**config.mk**
```make
export PLATFORM = sky130hd
export DESIGN_NAME = ssp_pin_route
export DESIGN_NICKNAME = d
export VERILOG_FILES = /design/src/ssp_pkg.sv /design/src/ssp_sync.sv /design/src/ssp_pin_route.sv
export SDC_FILE = /design/constraint.sdc
export NUM_CORES = 1
export LEC_CHECK = 0
export BUFFER_PORTS_ARGS = -buffer_cell sky130_fd_sc_hd__buf_2
export CORE_MARGIN = 2
export CORE_UTILIZATION = 53
export DETAILED_ROUTE_END_ITERATION = 10
export GPL_ROUTABILITY_DRIVEN = 0
export PLACE_DENSITY = 0.75
export SYNTH_ARGS = -nofsm -noshare
export SYNTH_HDL_FRONTEND = slang
export SYNTH_SLANG_ARGS = --single-unit
```
**constraint.sdc**
```tcl
create_clock -name clock -period 2.2 [get_ports clock]
set_clock_uncertainty 0.1 [all_clocks]
set_input_delay 0.33 -clock clock [delete_from_list [all_inputs] [get_ports clock]]
set_output_delay 0.33 -clock clock [all_outputs]
set_load 0.01 [all_outputs]
```
**src/ssp_pkg.sv**
```systemverilog
// constants shared by the serial port pin-routing block
package ssp_pkg;

    // ==========================================================
    // register offsets (byte addresses on the register bus)
    localparam logic [7:0] SSP_OFF_CTRL = 8'h00;
    localparam logic [7:0] SSP_OFF_DIV = 8'h04;
    localparam logic [7:0] SSP_OFF_GPIO_DIR = 8'h08;
    localparam logic [7:0] SSP_OFF_GPIO_OUT = 8'h0C;
    localparam logic [7:0] SSP_OFF_GPIO_IN = 8'h10;
    localparam logic [7:0] SSP_OFF_TX0 = 8'h14;
    localparam logic [7:0] SSP_OFF_TX1 = 8'h18;
    localparam logic [7:0] SSP_OFF_TX2 = 8'h1C;
    localparam logic [7:0] SSP_OFF_RX = 8'h20;
    localparam logic [7:0] SSP_OFF_STATUS = 8'h24;

    // ==========================================================
    // control register field positions
    localparam int SSP_CTRL_W = 12;
    localparam int SSP_CB_EN = 0;          // port in use
    localparam int SSP_CB_SYNC = 1;        // synchronous mode
    localparam int SSP_CB_CLK_OUT = 2;     // bit clock driven out
    localparam int SSP_CB_FS_OUT = 3;      // pin two frame sync driven out
    localparam int SSP_CB_RXCLK_OUT = 4;   // async: pin zero rx clock driven out
    localparam int SSP_CB_RXFS_OUT = 5;    // async: pin one rx frame sync driven out
    localparam int SSP_CB_P0_TX = 6;       // sync: pin zero is second transmitter
    localparam int SSP_CB_P1_TX = 7;       // sync: pin one is third transmitter
    localparam int SSP_CB_F0_OUT = 8;      // sync: flag 0 is an output
    localparam int SSP_CB_F1_OUT = 9;      // sync: flag 1 is an output
    localparam int SSP_CB_F0_VAL = 10;     // flag 0 output value
    localparam int SSP_CB_F1_VAL = 11;     // flag 1 output value
    // fields frozen while the port is enabled
    localparam logic [11:0] SSP_CTRL_LOCK = 12'h3FE;

    // status register field positions
    localparam int SSP_SB_TX_EMPTY = 0;
    localparam int SSP_SB_RX_FULL = 1;
    localparam int SSP_SB_FLAG0_IN = 2;
    localparam int SSP_SB_FLAG1_IN = 3;

    // ==========================================================
    // reset values
    localparam logic [11:0] SSP_CTRL_RST = 12'h000;
    localparam logic [7:0] SSP_DIV_RST = 8'h0F;
    localparam logic [5:0] SSP_GPIO_RST = 6'h00;
    localparam logic [15:0] SSP_DATA_RST = 16'h0000;

    // ==========================================================
    // word framing
    localparam int SSP_WORD_W = 16;
    localparam logic [3:0] SSP_BIT_LAST = 4'hF;

    // pin indices in the six-bit pin vectors
    localparam int SSP_PIN_TXD = 0;
    localparam int SSP_PIN_RXD = 1;
    localparam int SSP_PIN_CLK = 2;
    localparam int SSP_PIN_C0 = 3;
    localparam int SSP_PIN_C1 = 4;
    localparam int SSP_PIN_C2 = 5;

endpackage

```
**src/ssp_sync.sv**
```systemverilog
// two-flop synchroniser for pin inputs
`timescale 1ns/10ps
`default_nettype none

module ssp_sync #(
    parameter int WIDTH = 6
) (
    input wire logic clock,
    input wire logic rst_b,
    input wire logic [WIDTH-1:0] async_in,
    output logic [WIDTH-1:0] sync_out
);

    // ==========================================================
    // first stage feeds only the second stage
    logic [WIDTH-1:0] meta_reg;

    always_ff @(posedge clock or negedge rst_b) begin
        if (!rst_b) begin
            meta_reg <= '0;
            sync_out <= '0;
        end else begin
            meta_reg <= async_in;
            sync_out <= meta_reg;
        end
    end

endmodule

`default_nettype wire

```
**src/ssp_pin_route.sv**
```systemverilog
// serial port pin routing with framing, shifters and register slave
// Behaviour
// - tx data pin drives transmit shifter bits
// - rx data pin shifts into receive shifter
// - bit clock pin times transmitter, in or out
// - bit clock free or gated; sync shares it
// - async: pin zero is receive clock
// - sync: pin zero is tx two or flag0
// - async: pin one is receive frame sync
// - sync: pin one is tx three or flag1
// - sync: pin two is shared frame sync
// - async: pin two frames transmitter only
// - pin two output drives internal frame sync
// - unused port: six pins act as GPIO
//
// Our own choices: the placing of the registers and the APB register port.
`timescale 1ns/10ps
`default_nettype none

module ssp_pin_route (
    input wire logic clock,
    input wire logic rst_b,
    // apb slave
    input wire logic [7:0] paddr,
    input wire logic psel,
    input wire logic penable,
    input wire logic pwrite,
    input wire logic [31:0] pwdata,
    output logic [31:0] prdata,
    output logic pready,
    output logic pslverr,
    // transmit data pin
    input wire logic ser_tx_data_in,
    output logic ser_tx_data_out,
    output logic ser_tx_data_oe,
    // receive data pin
    input wire logic ser_rx_data_in,
    output logic ser_rx_data_out,
    output logic ser_rx_data_oe,
    // bit clock pin
    input wire logic ser_bit_clk_in,
    output logic ser_bit_clk_out,
    output logic ser_bit_clk_oe,
    // control pin zero
    input wire logic ctrl_pin_zero_in,
    output logic ctrl_pin_zero_out,
    output logic ctrl_pin_zero_oe,
    // control pin one
    input wire logic ctrl_pin_one_in,
    output logic ctrl_pin_one_out,
    output logic ctrl_pin_one_oe,
    // control pin two
    input wire logic ctrl_pin_two_in,
    output logic ctrl_pin_two_out,
    output logic ctrl_pin_two_oe
);
    import ssp_pkg::*;

    // ==========================================================
    // pin input synchronisers
    logic [5:0] pin_raw; // raw pin levels
    logic [5:0] pin_s; // pin levels after two flops

    assign pin_raw = {ctrl_pin_two_in, ctrl_pin_one_in, ctrl_pin_zero_in,
                      ser_bit_clk_in, ser_rx_data_in, ser_tx_data_in};

    ssp_sync #(.WIDTH(6)) u_sync (
        .clock(clock),
        .rst_b(rst_b),
        .async_in(pin_raw),
        .sync_out(pin_s)
    );

    // ==========================================================
    // registers
    logic [11:0] ctrl_reg; // mode and pin functions
    logic [7:0] div_reg; // half period of generated clock minus one
    logic [5:0] gpio_dir_reg; // 1 = drive pin when port unused
    logic [5:0] gpio_out_reg; // gpio output levels
    logic [15:0] tx0_reg, tx1_reg, tx2_reg; // words for the three transmitters
    logic [15:0] rx_reg; // last received word
    logic tx_empty_reg; // tx0 word moved to shifter
    logic rx_full_reg; // word waiting in rx_reg

    // control fields
    wire port_en = ctrl_reg[SSP_CB_EN];
    wire sync_mode = ctrl_reg[SSP_CB_SYNC];
    wire clk_out = ctrl_reg[SSP_CB_CLK_OUT];
    wire fs_out = ctrl_reg[SSP_CB_FS_OUT];
    wire rxclk_out = ctrl_reg[SSP_CB_RXCLK_OUT];
    wire rxfs_out = ctrl_reg[SSP_CB_RXFS_OUT];

    // ==========================================================
    // bus decode; one wait state because answers come from flops
    wire acc = psel & penable & ~pready;
    wire done = psel & penable & pready;
    wire wr = done & pwrite;
    wire rd = done & ~pwrite;
    wire hit_ctrl = (paddr == SSP_OFF_CTRL);
    wire hit_div = (paddr == SSP_OFF_DIV);
    wire hit_dir = (paddr == SSP_OFF_GPIO_DIR);
    wire hit_gout = (paddr == SSP_OFF_GPIO_OUT);
    wire hit_gin = (paddr == SSP_OFF_GPIO_IN);
    wire hit_tx0 = (paddr == SSP_OFF_TX0);
    wire hit_tx1 = (paddr == SSP_OFF_TX1);
    wire hit_tx2 = (paddr == SSP_OFF_TX2);
    wire hit_rx = (paddr == SSP_OFF_RX);
    wire hit_st = (paddr == SSP_OFF_STATUS);
    wire hit_any = hit_ctrl | hit_div | hit_dir | hit_gout | hit_gin | hit_tx0 |
                   hit_tx1 | hit_tx2 | hit_rx | hit_st;
    // read-only registers refuse writes
    wire bad = ~hit_any | (pwrite & (hit_gin | hit_rx | hit_st));

    // pin functions and mode may change only while the port is off
    wire [11:0] ctrl_lock = port_en ? SSP_CTRL_LOCK : 12'h000;
    wire [11:0] ctrl_wval = (pwdata[11:0] & ~ctrl_lock) | (ctrl_reg & ctrl_lock);

    wire [31:0] rd_mux =
        hit_ctrl ? {20'h00000, ctrl_reg} :
        hit_div ? {24'h000000, div_reg} :
        hit_dir ? {26'h0000000, gpio_dir_reg} :
        hit_gout ? {26'h0000000, gpio_out_reg} :
        hit_gin ? {26'h0000000, pin_s} :
        hit_tx0 ? {16'h0000, tx0_reg} :
        hit_tx1 ? {16'h0000, tx1_reg} :
        hit_tx2 ? {16'h0000, tx2_reg} :
        hit_rx ? {16'h0000, rx_reg} :
        hit_st ? {28'h0000000, pin_s[SSP_PIN_C1], pin_s[SSP_PIN_C0],
                  rx_full_reg, tx_empty_reg} :
        32'h00000000;

    // bus answer flops
    always_ff @(posedge clock or negedge rst_b) begin
        if (!rst_b) begin
            pready <= 1'b0;
            pslverr <= 1'b0;
            prdata <= 32'h00000000;
        end else begin
            pready <= acc;
            pslverr <= acc & bad;
            prdata <= (acc & ~pwrite & ~bad) ? rd_mux : 32'h00000000;
        end
    end

    // ==========================================================
    // clock generator for driven bit clocks
    logic [7:0] gen_cnt_reg; // cycles already spent in this half period
    logic gen_clk_reg; // generated bit clock level

    // runs only while enabled, so a driven clock is gated when idle
    always_ff @(posedge clock or negedge rst_b) begin
        if (!rst_b) begin
            gen_cnt_reg <= 8'h00;
            gen_clk_reg <= 1'b0;
        end else if (!port_en) begin
            gen_cnt_reg <= 8'h00;
            gen_clk_reg <= 1'b0;
        end else if (gen_cnt_reg == div_reg) begin
            gen_cnt_reg <= 8'h00;
            gen_clk_reg <= ~gen_clk_reg;
        end else begin
            gen_cnt_reg <= gen_cnt_reg + 8'h01;
        end
    end

    // ==========================================================
    // clock and frame sync selection
    logic tx_clk_d_reg, rx_clk_d_reg; // previous clock levels for edges
    logic [3:0] tx_cnt_reg, rx_cnt_reg; // bit position in word
    logic tx_fs_reg, rx_fs_reg; // generated frame syncs
    logic rx_framed_reg; // receiver has seen a frame start
    logic [15:0] sh0_reg, sh1_reg, sh2_reg, rsh_reg; // shifters

    // sampled pin edges only, so external clocks may stop between frames
    wire tx_clk = clk_out ? gen_clk_reg : pin_s[SSP_PIN_CLK];
    wire rx_clk = sync_mode ? tx_clk :
                  (rxclk_out ? gen_clk_reg : pin_s[SSP_PIN_C0]);
    wire tx_rise = tx_clk & ~tx_clk_d_reg;
    wire rx_rise = rx_clk & ~rx_clk_d_reg;
    wire rx_fall = ~rx_clk & rx_clk_d_reg;

    // transmitter frames on pin two in both modes
    wire tx_start = fs_out ? (tx_cnt_reg == SSP_BIT_LAST) : pin_s[SSP_PIN_C2];
    // receiver shares pin two in sync mode, uses pin one otherwise
    wire rx_start = sync_mode ? tx_start :
                    (rxfs_out ? (rx_cnt_reg == SSP_BIT_LAST) : pin_s[SSP_PIN_C1]);
    wire rx_bit = pin_s[SSP_PIN_RXD];
    wire rx_cap = port_en & rx_fall & rx_framed_reg & (rx_cnt_reg == SSP_BIT_LAST);
    wire tx_load = port_en & tx_rise & tx_start;

    // edge history
    always_ff @(posedge clock or negedge rst_b) begin
        if (!rst_b) begin
            tx_clk_d_reg <= 1'b0;
            rx_clk_d_reg <= 1'b0;
        end else begin
            tx_clk_d_reg <= tx_clk;
            rx_clk_d_reg <= rx_clk;
        end
    end

    // ==========================================================
    // transmit section: shift out on rising bit clock, msb first
    always_ff @(posedge clock or negedge rst_b) begin
        if (!rst_b) begin
            tx_cnt_reg <= SSP_BIT_LAST;
            tx_fs_reg <= 1'b0;
            sh0_reg <= SSP_DATA_RST;
            sh1_reg <= SSP_DATA_RST;
            sh2_reg <= SSP_DATA_RST;
        end else if (!port_en) begin
            // parked so the first edge after enable starts a word when frame sync is driven out
            tx_cnt_reg <= SSP_BIT_LAST;
            tx_fs_reg <= 1'b0;
        end else if (tx_rise) begin
            if (tx_start) begin
                tx_cnt_reg <= 4'h0;
                tx_fs_reg <= fs_out;
                sh0_reg <= tx0_reg;
                sh1_reg <= tx1_reg;
                sh2_reg <= tx2_reg;
            end else begin
                tx_cnt_reg <= tx_cnt_reg + 4'h1;
                tx_fs_reg <= 1'b0;
                sh0_reg <= {sh0_reg[14:0], 1'b0};
                sh1_reg <= {sh1_reg[14:0], 1'b0};
                sh2_reg <= {sh2_reg[14:0], 1'b0};
            end
        end
    end

    // ==========================================================
    // receive section: count on rising edge, sample on falling edge
    always_ff @(posedge clock or negedge rst_b) begin
        if (!rst_b) begin
            rx_cnt_reg <= SSP_BIT_LAST;
            rx_fs_reg <= 1'b0;
            rx_framed_reg <= 1'b0;
            rsh_reg <= SSP_DATA_RST;
        end else if (!port_en) begin
            rx_cnt_reg <= SSP_BIT_LAST;
            rx_fs_reg <= 1'b0;
            rx_framed_reg <= 1'b0;
        end else begin
            if (rx_rise) begin
                rx_cnt_reg <= rx_start ? 4'h0 : rx_cnt_reg + 4'h1;
                rx_fs_reg <= rx_start & rxfs_out & ~sync_mode;
                rx_framed_reg <= rx_framed_reg | rx_start;
            end
            if (rx_fall) begin
                rsh_reg <= {rsh_reg[14:0], rx_bit};
            end
        end
    end

    // ==========================================================
    // software registers; hardware set beats software clear on flags
    always_ff @(posedge clock or negedge rst_b) begin
        if (!rst_b) begin
            ctrl_reg <= SSP_CTRL_RST;
            div_reg <= SSP_DIV_RST;
            gpio_dir_reg <= SSP_GPIO_RST;
            gpio_out_reg <= SSP_GPIO_RST;
            tx0_reg <= SSP_DATA_RST;
            tx1_reg <= SSP_DATA_RST;
            tx2_reg <= SSP_DATA_RST;
            rx_reg <= SSP_DATA_RST;
            tx_empty_reg <= 1'b1;
            rx_full_reg <= 1'b0;
        end else begin
            if (wr & hit_ctrl) begin
                ctrl_reg <= ctrl_wval;
            end
            if (wr & hit_div) begin
                div_reg <= pwdata[7:0];
            end
            if (wr & hit_dir) begin
                gpio_dir_reg <= pwdata[5:0];
            end
            if (wr & hit_gout) begin
                gpio_out_reg <= pwdata[5:0];
            end
            if (wr & hit_tx0) begin
                tx0_reg <= pwdata[15:0];
            end
            if (wr & hit_tx1) begin
                tx1_reg <= pwdata[15:0];
            end
            if (wr & hit_tx2) begin
                tx2_reg <= pwdata[15:0];
            end
            if (rx_cap) begin
                rx_reg <= {rsh_reg[14:0], rx_bit};
            end
            tx_empty_reg <= (tx_empty_reg & ~(wr & hit_tx0)) | tx_load;
            rx_full_reg <= (rx_full_reg & ~(rd & hit_rx)) | rx_cap;
        end
    end

    // ==========================================================
    // pin muxing; each pin falls back to gpio while the port is off
    logic [5:0] pin_out_next, pin_oe_next; // next pin drive
    logic [5:0] pin_out_reg, pin_oe_reg; // registered pin drive

    always_comb begin
        if (!port_en) begin
            pin_out_next = gpio_out_reg;
            pin_oe_next = gpio_dir_reg;
        end else begin
            pin_out_next = 6'h00;
            pin_oe_next = 6'h00;
            pin_out_next[SSP_PIN_TXD] = sh0_reg[15];
            pin_oe_next[SSP_PIN_TXD] = 1'b1;
            // receive data pin stays an input
            pin_out_next[SSP_PIN_CLK] = gen_clk_reg;
            pin_oe_next[SSP_PIN_CLK] = clk_out;
            pin_out_next[SSP_PIN_C2] = tx_fs_reg;
            pin_oe_next[SSP_PIN_C2] = fs_out;
            if (sync_mode) begin
                // pin zero: second transmitter or flag 0
                if (ctrl_reg[SSP_CB_P0_TX]) begin
                    pin_out_next[SSP_PIN_C0] = sh1_reg[15];
                    pin_oe_next[SSP_PIN_C0] = 1'b1;
                end else begin
                    pin_out_next[SSP_PIN_C0] = ctrl_reg[SSP_CB_F0_VAL];
                    pin_oe_next[SSP_PIN_C0] = ctrl_reg[SSP_CB_F0_OUT];
                end
                // pin one: third transmitter or flag 1
                if (ctrl_reg[SSP_CB_P1_TX]) begin
                    pin_out_next[SSP_PIN_C1] = sh2_reg[15];
                    pin_oe_next[SSP_PIN_C1] = 1'b1;
                end else begin
                    pin_out_next[SSP_PIN_C1] = ctrl_reg[SSP_CB_F1_VAL];
                    pin_oe_next[SSP_PIN_C1] = ctrl_reg[SSP_CB_F1_OUT];
                end
            end else begin
                // receive clock and receive frame sync
                pin_out_next[SSP_PIN_C0] = gen_clk_reg;
                pin_oe_next[SSP_PIN_C0] = rxclk_out;
                pin_out_next[SSP_PIN_C1] = rx_fs_reg;
                pin_oe_next[SSP_PIN_C1] = rxfs_out;
            end
        end
    end

    // pin drive flops
    always_ff @(posedge clock or negedge rst_b) begin
        if (!rst_b) begin
            pin_out_reg <= 6'h00;
            pin_oe_reg <= 6'h00;
        end else begin
            pin_out_reg <= pin_out_next;
            pin_oe_reg <= pin_oe_next;
        end
    end

    assign ser_tx_data_out = pin_out_reg[SSP_PIN_TXD];
    assign ser_tx_data_oe = pin_oe_reg[SSP_PIN_TXD];
    assign ser_rx_data_out = pin_out_reg[SSP_PIN_RXD];
    assign ser_rx_data_oe = pin_oe_reg[SSP_PIN_RXD];
    assign ser_bit_clk_out = pin_out_reg[SSP_PIN_CLK];
    assign ser_bit_clk_oe = pin_oe_reg[SSP_PIN_CLK];
    assign ctrl_pin_zero_out = pin_out_reg[SSP_PIN_C0];
    assign ctrl_pin_zero_oe = pin_oe_reg[SSP_PIN_C0];
    assign ctrl_pin_one_out = pin_out_reg[SSP_PIN_C1];
    assign ctrl_pin_one_oe = pin_oe_reg[SSP_PIN_C1];
    assign ctrl_pin_two_out = pin_out_reg[SSP_PIN_C2];
    assign ctrl_pin_two_oe = pin_oe_reg[SSP_PIN_C2];

endmodule

`default_nettype wire

```
==> results of run 1 <==
==> cell families after synthesis <==
kind of cell             synth area share
flip-flops                         0.5587
multiplexers                       0.1995
AO/OA/AOI/OAI                     0.09150
other                           0.0003711
adder cells (fa/ha/maj)          0.003715
buffers and inverters             0.03578
AND/OR/NAND/NOR                   0.09744
XOR/XNOR                          0.01300
==> cell usage in the layout (no fill, tap or decap), types with 10 or more instances in the layout <==
master         instances
dfrtp_1              212
mux2_2                99
nand2_1               84
o21ai_0               63
buf_2                 63
mux2i_1               56
buf_4                 47
nor2_1                38
clkbuf_16             24
a21oi_1               19
mux2_4                19
conb_1                16
dfstp_2               13
dlygate4sd3_1         13
buf_12                13
xor2_1                11
nand2b_1              11
nand3_1               10
==> worst register-to-register path: cells and delay by family, from the launching register on <==
family,cells,cell delay [ns]
compound gates,1,0.10
fa+ha+maj,1,0.19
buf+inv,1,0.22
flops,1,0.55
mux,1,0.26
simple gates,2,0.47
==> synthesized netlist by cell type (all sizes together), types with 2 or more instances <==
cell and number:
dfrtp 212, mux2 118, nand2 90, o21ai 63, mux2i 57, nor2 41, buf 36, clkbuf 22
a21oi 19, dfstp 13, nand2b 11, xor2 11, nand3 10, inv 9, a21o 8, nor2b 7
nor3 7, a211oi 6, a221oi 6, a222oi 6, a22oi 6, and3 5, nand4 5, nor4 5
a311oi 4, a31oi 4, xnor2 4, and2 3, ha 3, o221ai 3, o22ai 3, or2 3
or3 3, a32oi 2, mux4 2, o211ai 2, o311ai 2, o31a 2, o32ai 2, or4 2
or4b 2
==> layer usage <==
layer / vias to the layer above / share of wire / track usage
met2: 240 / 0.47 / 0.3895
li1: 3205 / - / -
met1: 3527 / 0.45 / 0.3512
met5: - / 0 / 0
met4: 0 / 0.024 / 0.07526
met3: 42 / 0.060 / 0.03937
==> repair_timing <==
action / 4_1_cts / 5_1_grt
hold buffers: 13 / 0
hold endpoints to repair: 78 / 0
setup endpoints to repair: 0 / 16
resized for setup: 0 / 1
==> where the power goes <==
group	internal, mW	total [mW]	switching [mW]
sequential	4.16	4.18	0.0174
combinational	0.137	0.387	0.250
clock	2.86	4.59	1.73
==> path summary, 6_finish.rpt <==
path | start | to | slack [ns] | depth (start not counted)
min in group asynchronous | rst_b | rsh_reg[8] | 0.24 | 2
max in group asynchronous | rst_b | tx_cnt_reg[1] | 1.05 | 3
min | pwdata[9] | tx0_reg[9] | 0.02 | 2
max reg2reg | tx_cnt_reg[0] | sh2_reg[15] | 0.17 | 6
max | tx_cnt_reg[0] | sh2_reg[15] | 0.17 | 6
min reg2reg | u_sync.meta_reg[1] | u_sync.sync_out[1] | 0.24 | 0
==> final cells by class <==
| type | count | area [sq um] | share of cell area |
|---|---|---|---|
| sequential | 225 | 5647 | 0.4656 |
| clock buffer | 29 | 659.4 | 0.05437 |
| clock inverter | 15 | 254.0 | 0.02095 |
| multi-input combinational | 553 | 4163 | 0.3433 |
| tap | 234 | 292.8 | 0.02414 |
| timing repair buffer | 137 | 1074 | 0.08853 |
| inverter | 10 | 37.54 | 0.003095 |
==> through the flow <==
stage	setup TNS (ns)	utilization	setup WS, ns	hold WS (ns)	cell area, sq um
final	0	0.6483	0.1703	0.01827	12130
after global routing	0	0.6483	0.03448	0.01341	12130
after CTS	0	0.6481	0.08294	0.001137	12120
after detailed placement	-1.796	0.5923	-0.1195	0.2029	11080
after global placement	-0.7158	0.5923	-0.07088	0.2052	11080
after floorplan	0	-	0.1244	-0.06559	10160
==> flow_summary.ini, run 1 <==
[final_layout]
fillers = 1356
final_net_count = 1005
num_antenna_cells = 0
syn2layout_area_growth_pct = 19.99
finalNonFillerCells = 1203
drive_gt1_frac = 0.3292

[yosys]
yosysUniqueCellTypes = 64
seq_area_frac_synth = 0.5587
yosys.area.top_type = dfrtp_1
synth_area_leaders = dfrtp_1 (52%), mux2_2 (11%), mux2i_1 (5.6%)
synth_seq_cells = 225
synth_flop_cell = dfrtp_1
netlist_instances = 831
synth-edff-count = 0
synthesis.area_sq_um = 10110
synth_area_per_cell_sq_um = 12.16
async_flop_share = 1.000
ys_warn_count = 0
synth_top_cell_area_share = 0.5249

[run]
maxCapViolations = 0

[die]
die_x_um = 142.1
fp-row-count = 50
die_h_um = 142.1
core_area_sq_um = 18710
dieArea_sq_um = 20190
io_pins = 97
initial_core_util = 0.5403

[worst_setup_path]
worst-endpoint-required_ns = 2.49
worstPathMaxFanout = 18
worst-path-buf-inv = 1
startpoint_type = flop
slowest_stage = dfstp_2
cp.arrival_ns = 2.32
crit_path_cell_trace = ha_1 -> nand4_1 -> nand2_2 -> buf_12 -> mux2i_1 -> o21ai_0
path_class = reg -> reg
end_kind = flop
critPathMaxStageDelay_ns = 0.55
crit_family = flip-flops

[clocking]
cts_sinks = 225
cts_max_path_buffers = 3
cts_tree = yes
clkTransAtPathRegs_ns = 0.07
post_cts_buffers = 0
clock_latency_ns = 0.52
cts_buffers = 24
clock-root-buffer = clkbuf_16
h-tree-depth = 1

[pwr]
powerDensity_nw_per_um2 = 755.2
power_mw = 9.158
irDropWorstVdd_v = 0.0006058
leakage_nw = 5.993

[route]
dr_total_vias = 7014
wl_um = 24020
wl_per_cell_um = 19.97
firstDrtPassIters = 6
drt_iter0_markers = 684
drc_errors = 0
drtAntennaViolNets = 0
avgViaCountPerCell = 5.830

[global_route]
grt_pass1_wl_um = 38710
grt_max_degree = 97
track_usage = 0.2454
antenna_found_initial = 0
grt_overflow = 0
grt_pass1_vias = 7114

[place]
placed_cells = 1146
port_buffers = 64
dpl.hpwl_um = 16240

[outcome]
status = completed

[timing]
fin_crit_sh = 0.9226
slew_viol_final = 0
hold_violations = 0
period_needed_ns = 2.030
clock.fmax_mhz = 492.7
setup_viol = 0
rsz0062_at_grt = false

[hold_path]
hp-class = in -> reg
No activity file was read; power rests on OpenSTA's default activity.
==> run 2: changes to the inputs <==
ABC_AREA = 1   (was unset)
CORE_UTILIZATION = 59   (was 53)
PLACE_DENSITY = 0.79   (was 0.75)
clock period = 2.4 ns   (was 2.2 ns; I/O delays follow)
==> run 2 against run 1 <==
- via count grew 17%
- global-route usage rose by 4.2 points
- largest power group is now registers
- critical path depth grew 1
- register-to-register slack improved by 0.18 ns
- non-clock buffer count is 36 lower
- critical path type unchanged
- hold slack worse by 0.0034 ns
- clock-buffer cell count rose by 5
- routed wire length rose by 4.9%
- critical endpoint is now rx_cnt_reg[0]
- first-iteration DRC count increased by 16%
- cell area decreased by 5.5%
==> flow_summary.ini, run 2 <==
[timing]
rsz0062_at_grt = false
hold_violations = 0
period_needed_ns = 2.050
tns_ns = 0
clock.fmax_mhz = 487.9
worstMarginPinSlew_ns = 0.5222
fin_crit_sh = 0.8540
setup_viol = 0
maxSlewHeadroom = 0.6519
slew_viol_final = 0

[yosys]
seq_area_frac_synth = 0.5594
netlist_instances = 1151
synth_top_cell_area_share = 0.5256
yosys.area.top_type = dfrtp_1
synth_most_common_cell = nand2_1
synth-edff-count = 0
synth_flop_cell = dfrtp_1
synth_area_leaders = dfrtp_1 (53%), nand2_1 (11%), o21ai_0 (8.0%)
synthesis.area_sq_um = 10090
synth_area_per_cell_sq_um = 8.769
yosysUniqueCellTypes = 43
ys_warn_count = 0
async_flop_share = 1.000
synth_seq_cells = 225
synthTopCellsByCount = nand2_1 (286), dfrtp_1 (212), o21ai_0 (161), inv_1 (97), nor2_1 (85)

[route]
dr_total_vias = 8194
drtAntennaViolNets = 0
wl_per_cell_um = 17.22
avgViaCountPerCell = 5.601
wl_um = 25200
firstDrtPassIters = 9
drt_iter0_markers = 795
drc_errors = 0

[worst_setup_path]
crit_path_cell_trace = ha_1 -> nand4_1 -> nand2_1 -> buf_12 -> o22ai_1 -> a31oi_1 -> o21ai_0
worst-path-buf-inv = 1
startpoint = tx_cnt_reg[0]
path_class = reg -> reg
worstPathMaxFanout = 50
rr_worst_depth = 7
critPathMaxStageDelay_ns = 0.56
cp.arrival_ns = 2.37
crit_family = compound AO/OA/AOI/OAI gates
worstReg2RegEnd = rx_cnt_reg[0]
startpoint_type = flop
slowest_stage = dfstp_2
crit_cells = 7
end_kind = flop
regToRegStartpoint = tx_cnt_reg[0]
crit_end = rx_cnt_reg[0]
r2r_slack_ns = 0.35
worst-endpoint-required_ns = 2.73

[global_route]
grt_max_degree = 68
track_usage = 0.2873
antenna_found_initial = 0
grt_pass1_wl_um = 40820
grt_pass1_vias = 7787
grt_overflow = 0

[final_layout]
final_net_count = 1282
layout_commonest_cell = nand2_1
final_cell_mix = nand2_1 (286), dfrtp_1 (212), o21ai_0 (161)
finalNonFillerCells = 1463
syn2layout_area_growth_pct = 13.50
drive_gt1_frac = 0.1609
num_antenna_cells = 0
utilization = 0.6884
postLayoutCellArea_sq_um = 11460

[die]
die_x_um = 134.8
initial_core_util = 0.6065
core_area_sq_um = 16640
dieArea_sq_um = 18170
io_pins = 97
fp-row-count = 47
die_h_um = 134.8

[pwr]
powerDensity_nw_per_um2 = 664.9
power_mw = 7.617
leakage_nw = 5.503
irDropWorstVdd_v = 0.0005802

[clocking]
cts_tree = yes
clock_latency_ns = 0.51
cts_sinks = 225
cts_max_path_buffers = 3
cts_buffers = 23
clock-root-buffer = clkbuf_16
clkTransAtPathRegs_ns = 0.06
post_cts_resize_count = 0
post_cts_buffers = 0
h-tree-depth = 1

[hold_path]
hp-class = in -> reg

[place]
placed_cells = 1414
port_buffers = 64
dpl.hpwl_um = 17420
placed_area_sq_um = 10640

[run]
maxCapViolations = 0

[outcome]
status = completed
run 2: cell count changes after synthesis, moves of 21 or more:
cell and change:
mux2_2 -99, nand3_1 +21, nor2_1 +47, inv_1 +88, mux2i_1 -57, o21ai_0 +98, o21ai_1 +45, nand2_1 +200
run 2: power breakdown:
part	switching, mW	internal, mW
clock	1.44	2.02
sequential	0.0163	3.82
combinational	0.235	0.0831
run 2: worst min path at each step:
stage                                   from            endpoint  slack (ns)  cells after the start
after floorplan                        rst_b           async pin       -0.04                      0
after global placement    u_sync.meta_reg[3]  u_sync.sync_out[3]        0.23                      0
after detailed placement  u_sync.meta_reg[3]  u_sync.sync_out[3]        0.23                      0
after CTS                          pwdata[8]          tx0_reg[8]       0.006                      3
after global routing               pwdata[8]          tx0_reg[8]        0.03                      3
final                              pwdata[8]          tx0_reg[8]        0.01                      3
run 2: repair_timing:
| item | in CTS | in global routing |
|---|---|---|
| hold buffers | 9 | 0 |
| hold endpoints to repair | 64 | 0 |
| endpoints found under the setup margin | 0 | 0 |
run 2: final cells by class:
class	count	area, sq um
Timing Repair Buffer	101	680.7
Clock buffer	34	666.9
Clock inverter	6	55.05
Fill cell	1314	5186
Multi-Input combinational cell	771	3734
Inverter	106	397.9
Sequential cell	225	5647
Tap cell	220	275.3
run 2: worst min-delay path: stages:
cell     delay [ns]
buf_2          0.11
nand2_1        0.06
o21ai_0        0.06
run 2: stage by stage:
stage | hold slack, ns | setup WS [ns]
finish | 0.01490 | 0.3504
global route | 0.03201 | 0.2340
CTS | 0.006273 | 0.3433
detailed placement | 0.2347 | 0.2825
global placement | 0.2326 | 0.3185
floorplan | -0.03559 | 0.6085
run 2: cells by family (layout without fill, tap and decap cells):
logic type,after synthesis,after routing,synth area share
xor+xnor,13,13,0.01128
simple gates,454,454,0.1961
flops,225,225,0.5594
compound gates,285,285,0.1528
buf+inv,170,247,0.07624
fa+ha+maj,3,3,0.003719
other cells,1,16,0.0003715
run 2: layer usage:
metal	GRT usage	vias to the layer above	wire [um]
met1	0.4248	3894	10970
met2	0.4230	377	11160
met5	0	-	0
met3	0.05443	65	2093
met4	0.1146	0	979
li1	-	3858	-
==> run 3: changes to the inputs <==
CORE_ASPECT_RATIO = 1.1   (was unset)
==> run 3 against run 2 <==
- sequential share of layout area fell by 0.22 points
- power rose by 1.3%
- maximum frequency fell by 3.7%
- first-iteration DRC count rose by 9.6%
- hold slack improved by 0.0094 ns
- cell count fell by 0.34%
- combinational power barely moved
- critical path depth rose by 5
- critical endpoint is now prdata[1]
- critical path type is now in -> reg
- non-clock buffer count rose by 5
- sequential power barely moved
- flip-flop and latch count did not move
- clock power rose by 3%
- largest cell class unchanged
==> flow_summary.ini, run 3 (synthesis gave the netlist of run 2 again) <==
[clocking]
cts_max_path_buffers = 3
clock_latency_ns = 0.52
clkTransAtPathRegs_ns = 0.06
clock-root-buffer = clkbuf_16
cts_sinks = 225
post_cts_buffers = 0
cts_tree = yes
cts_buffers = 23
h-tree-depth = 1

[worst_setup_path]
path_class = in -> reg
worst-path-buf-inv = 6
worstPathMaxFanout = 6
worst-endpoint-required_ns = 2.76
crit_path_cell_trace = dlygate4sd3_1 -> buf_2 -> nand2_1 -> dlygate4sd3_1 -> nor2_1 -> inv_1 -> nor2_1 -> nand2_2 -> buf_4 -> a21oi_1 -> nand2_1 -> inv_1
slowest_stage = dlygate4sd3_1
startpoint_type = primary input
rr_worst_depth = 7
crit_cells = 12
critPathMaxStageDelay_ns = 0.55
cp.arrival_ns = 2.49
end_kind = flop
crit_family = buffers and inverters

[pwr]
comb_power_share = 0.041
swShare = 0.2234
internal-power_mw = 5.992
p_sw_mw = 1.723
irDropWorstVdd_v = 0.0005773
leakage_nw = 5.539
clkPwrFrac = 0.461
powerDensity_nw_per_um2 = 670.4
p_seq_frac = 0.497

[die]
core_area_sq_um = 16890
initial_core_util = 0.5976
dieArea_sq_um = 18170
die_x_um = 128.7
die_h_um = 141.2
io_pins = 97
fp-row-count = 50

[global_route]
grt_overflow = 0
grt_pass1_vias = 7891
grt_max_degree = 60
antenna_found_initial = 0
grt_pass1_wl_um = 40890
track_usage = 0.2867

[place]
placed_cells = 1405
port_buffers = 64
dpl_worst_slack_ns = 0.3318
dpl.hpwl_um = 17090

[route]
avgViaCountPerCell = 5.643
wl_um = 25290
drc_errors = 0
wl_per_cell_um = 17.35
drt_iter0_markers = 871
dr_total_vias = 8227
drtAntennaViolNets = 0
firstDrtPassIters = 5

[timing]
fin_crit_sh = 0.8865
slew_viol_final = 0
tns_ns = 0
hold_violations = 0
whs_ns = 0.02429
clock.fmax_mhz = 470.0
setup_ws_ns = 0.2725
rsz0062_at_grt = false
period_needed_ns = 2.127
setup_viol = 0

[hold_path]
whs_path_depth = 3
hp-class = in -> reg

[final_layout]
drive_gt1_frac = 0.1664
final_net_count = 1287
finalNonFillerCells = 1458
utilization = 0.6813
final_cell_mix = nand2_1 (286), dfrtp_1 (212), o21ai_0 (161)
layout_commonest_cell = nand2_1
num_antenna_cells = 0
syn2layout_area_growth_pct = 14.02

[outcome]
status = completed

[run]
maxCapViolations = 0
==> run 3: metal layers <==
layer | GRT usage | up-vias | routed length (um)
li1 | - | 3872 | -
met1 | 0.4047 | 3922 | 10540
met2 | 0.4400 | 357 | 11750
met3 | 0.05617 | 76 | 1996
met4 | 0.1150 | 0 | 1006
met5 | 0 | - | 0
==> run 3: power groups by stage <==
stage,clock (mW),sequential (mW),combinational [mW]
2_1_floorplan,0,3.90,0.143
3_3_place_gp,0,3.90,0.300
3_5_place_dp,0,3.90,0.303
4_1_cts,3.59,3.84,0.320
5_1_grt,3.76,3.84,0.356
6_report,3.56,3.84,0.320
==> run 3: stage by stage <==
| step | cell area, sq um | power (mW) |
|---|---|---|
| floorplan | 10150 | 4.045 |
| global placement | 10640 | 4.204 |
| detailed placement | 10640 | 4.207 |
| CTS | 11510 | 7.742 |
| global route | 11510 | 7.954 |
| finish | 11510 | 7.715 |
==> run 3: worst reg2reg max path, cell delays in order (launching register included) <==
cell     delay (ns)
dfstp_2        0.56
ha_1           0.19
nand4_1        0.13
nand2_1        0.13
buf_4          0.24
buf_4          0.31
nor2_1         0.08
o21ai_0        0.19
==> run 3: path summary, 6_finish.rpt <==
check | start | endpoint | slack [ns]
setup / recovery | penable | prdata[1] | 0.27
hold / removal | pwdata[11] | tx0_reg[11] | 0.02
setup reg to reg | tx_cnt_reg[0] | sh1_reg[7] | 0.37
hold reg to reg | u_sync.meta_reg[1] | u_sync.sync_out[1] | 0.24
max in group asynchronous | rst_b | rx_cnt_reg[1] | 1.19
min in group asynchronous | rst_b | sh1_reg[11] | 0.24
==> run 3: area by class of cell <==
cell class	count	area, sq um
flip-flops and latches	225	5647
fillers	1333	5383
multi-input cells	771	3734
repair buffers	106	710.7
clock buffers	33	683.2
inverters	106	397.9
well taps	208	260.3
clock inverters	9	76.32
==> run 3: repair_timing <==
item / in CTS / in global routing
hold buffers: 11 / 0
resized for setup: 0 / 0
endpoints found under the hold margin: 54 / 0
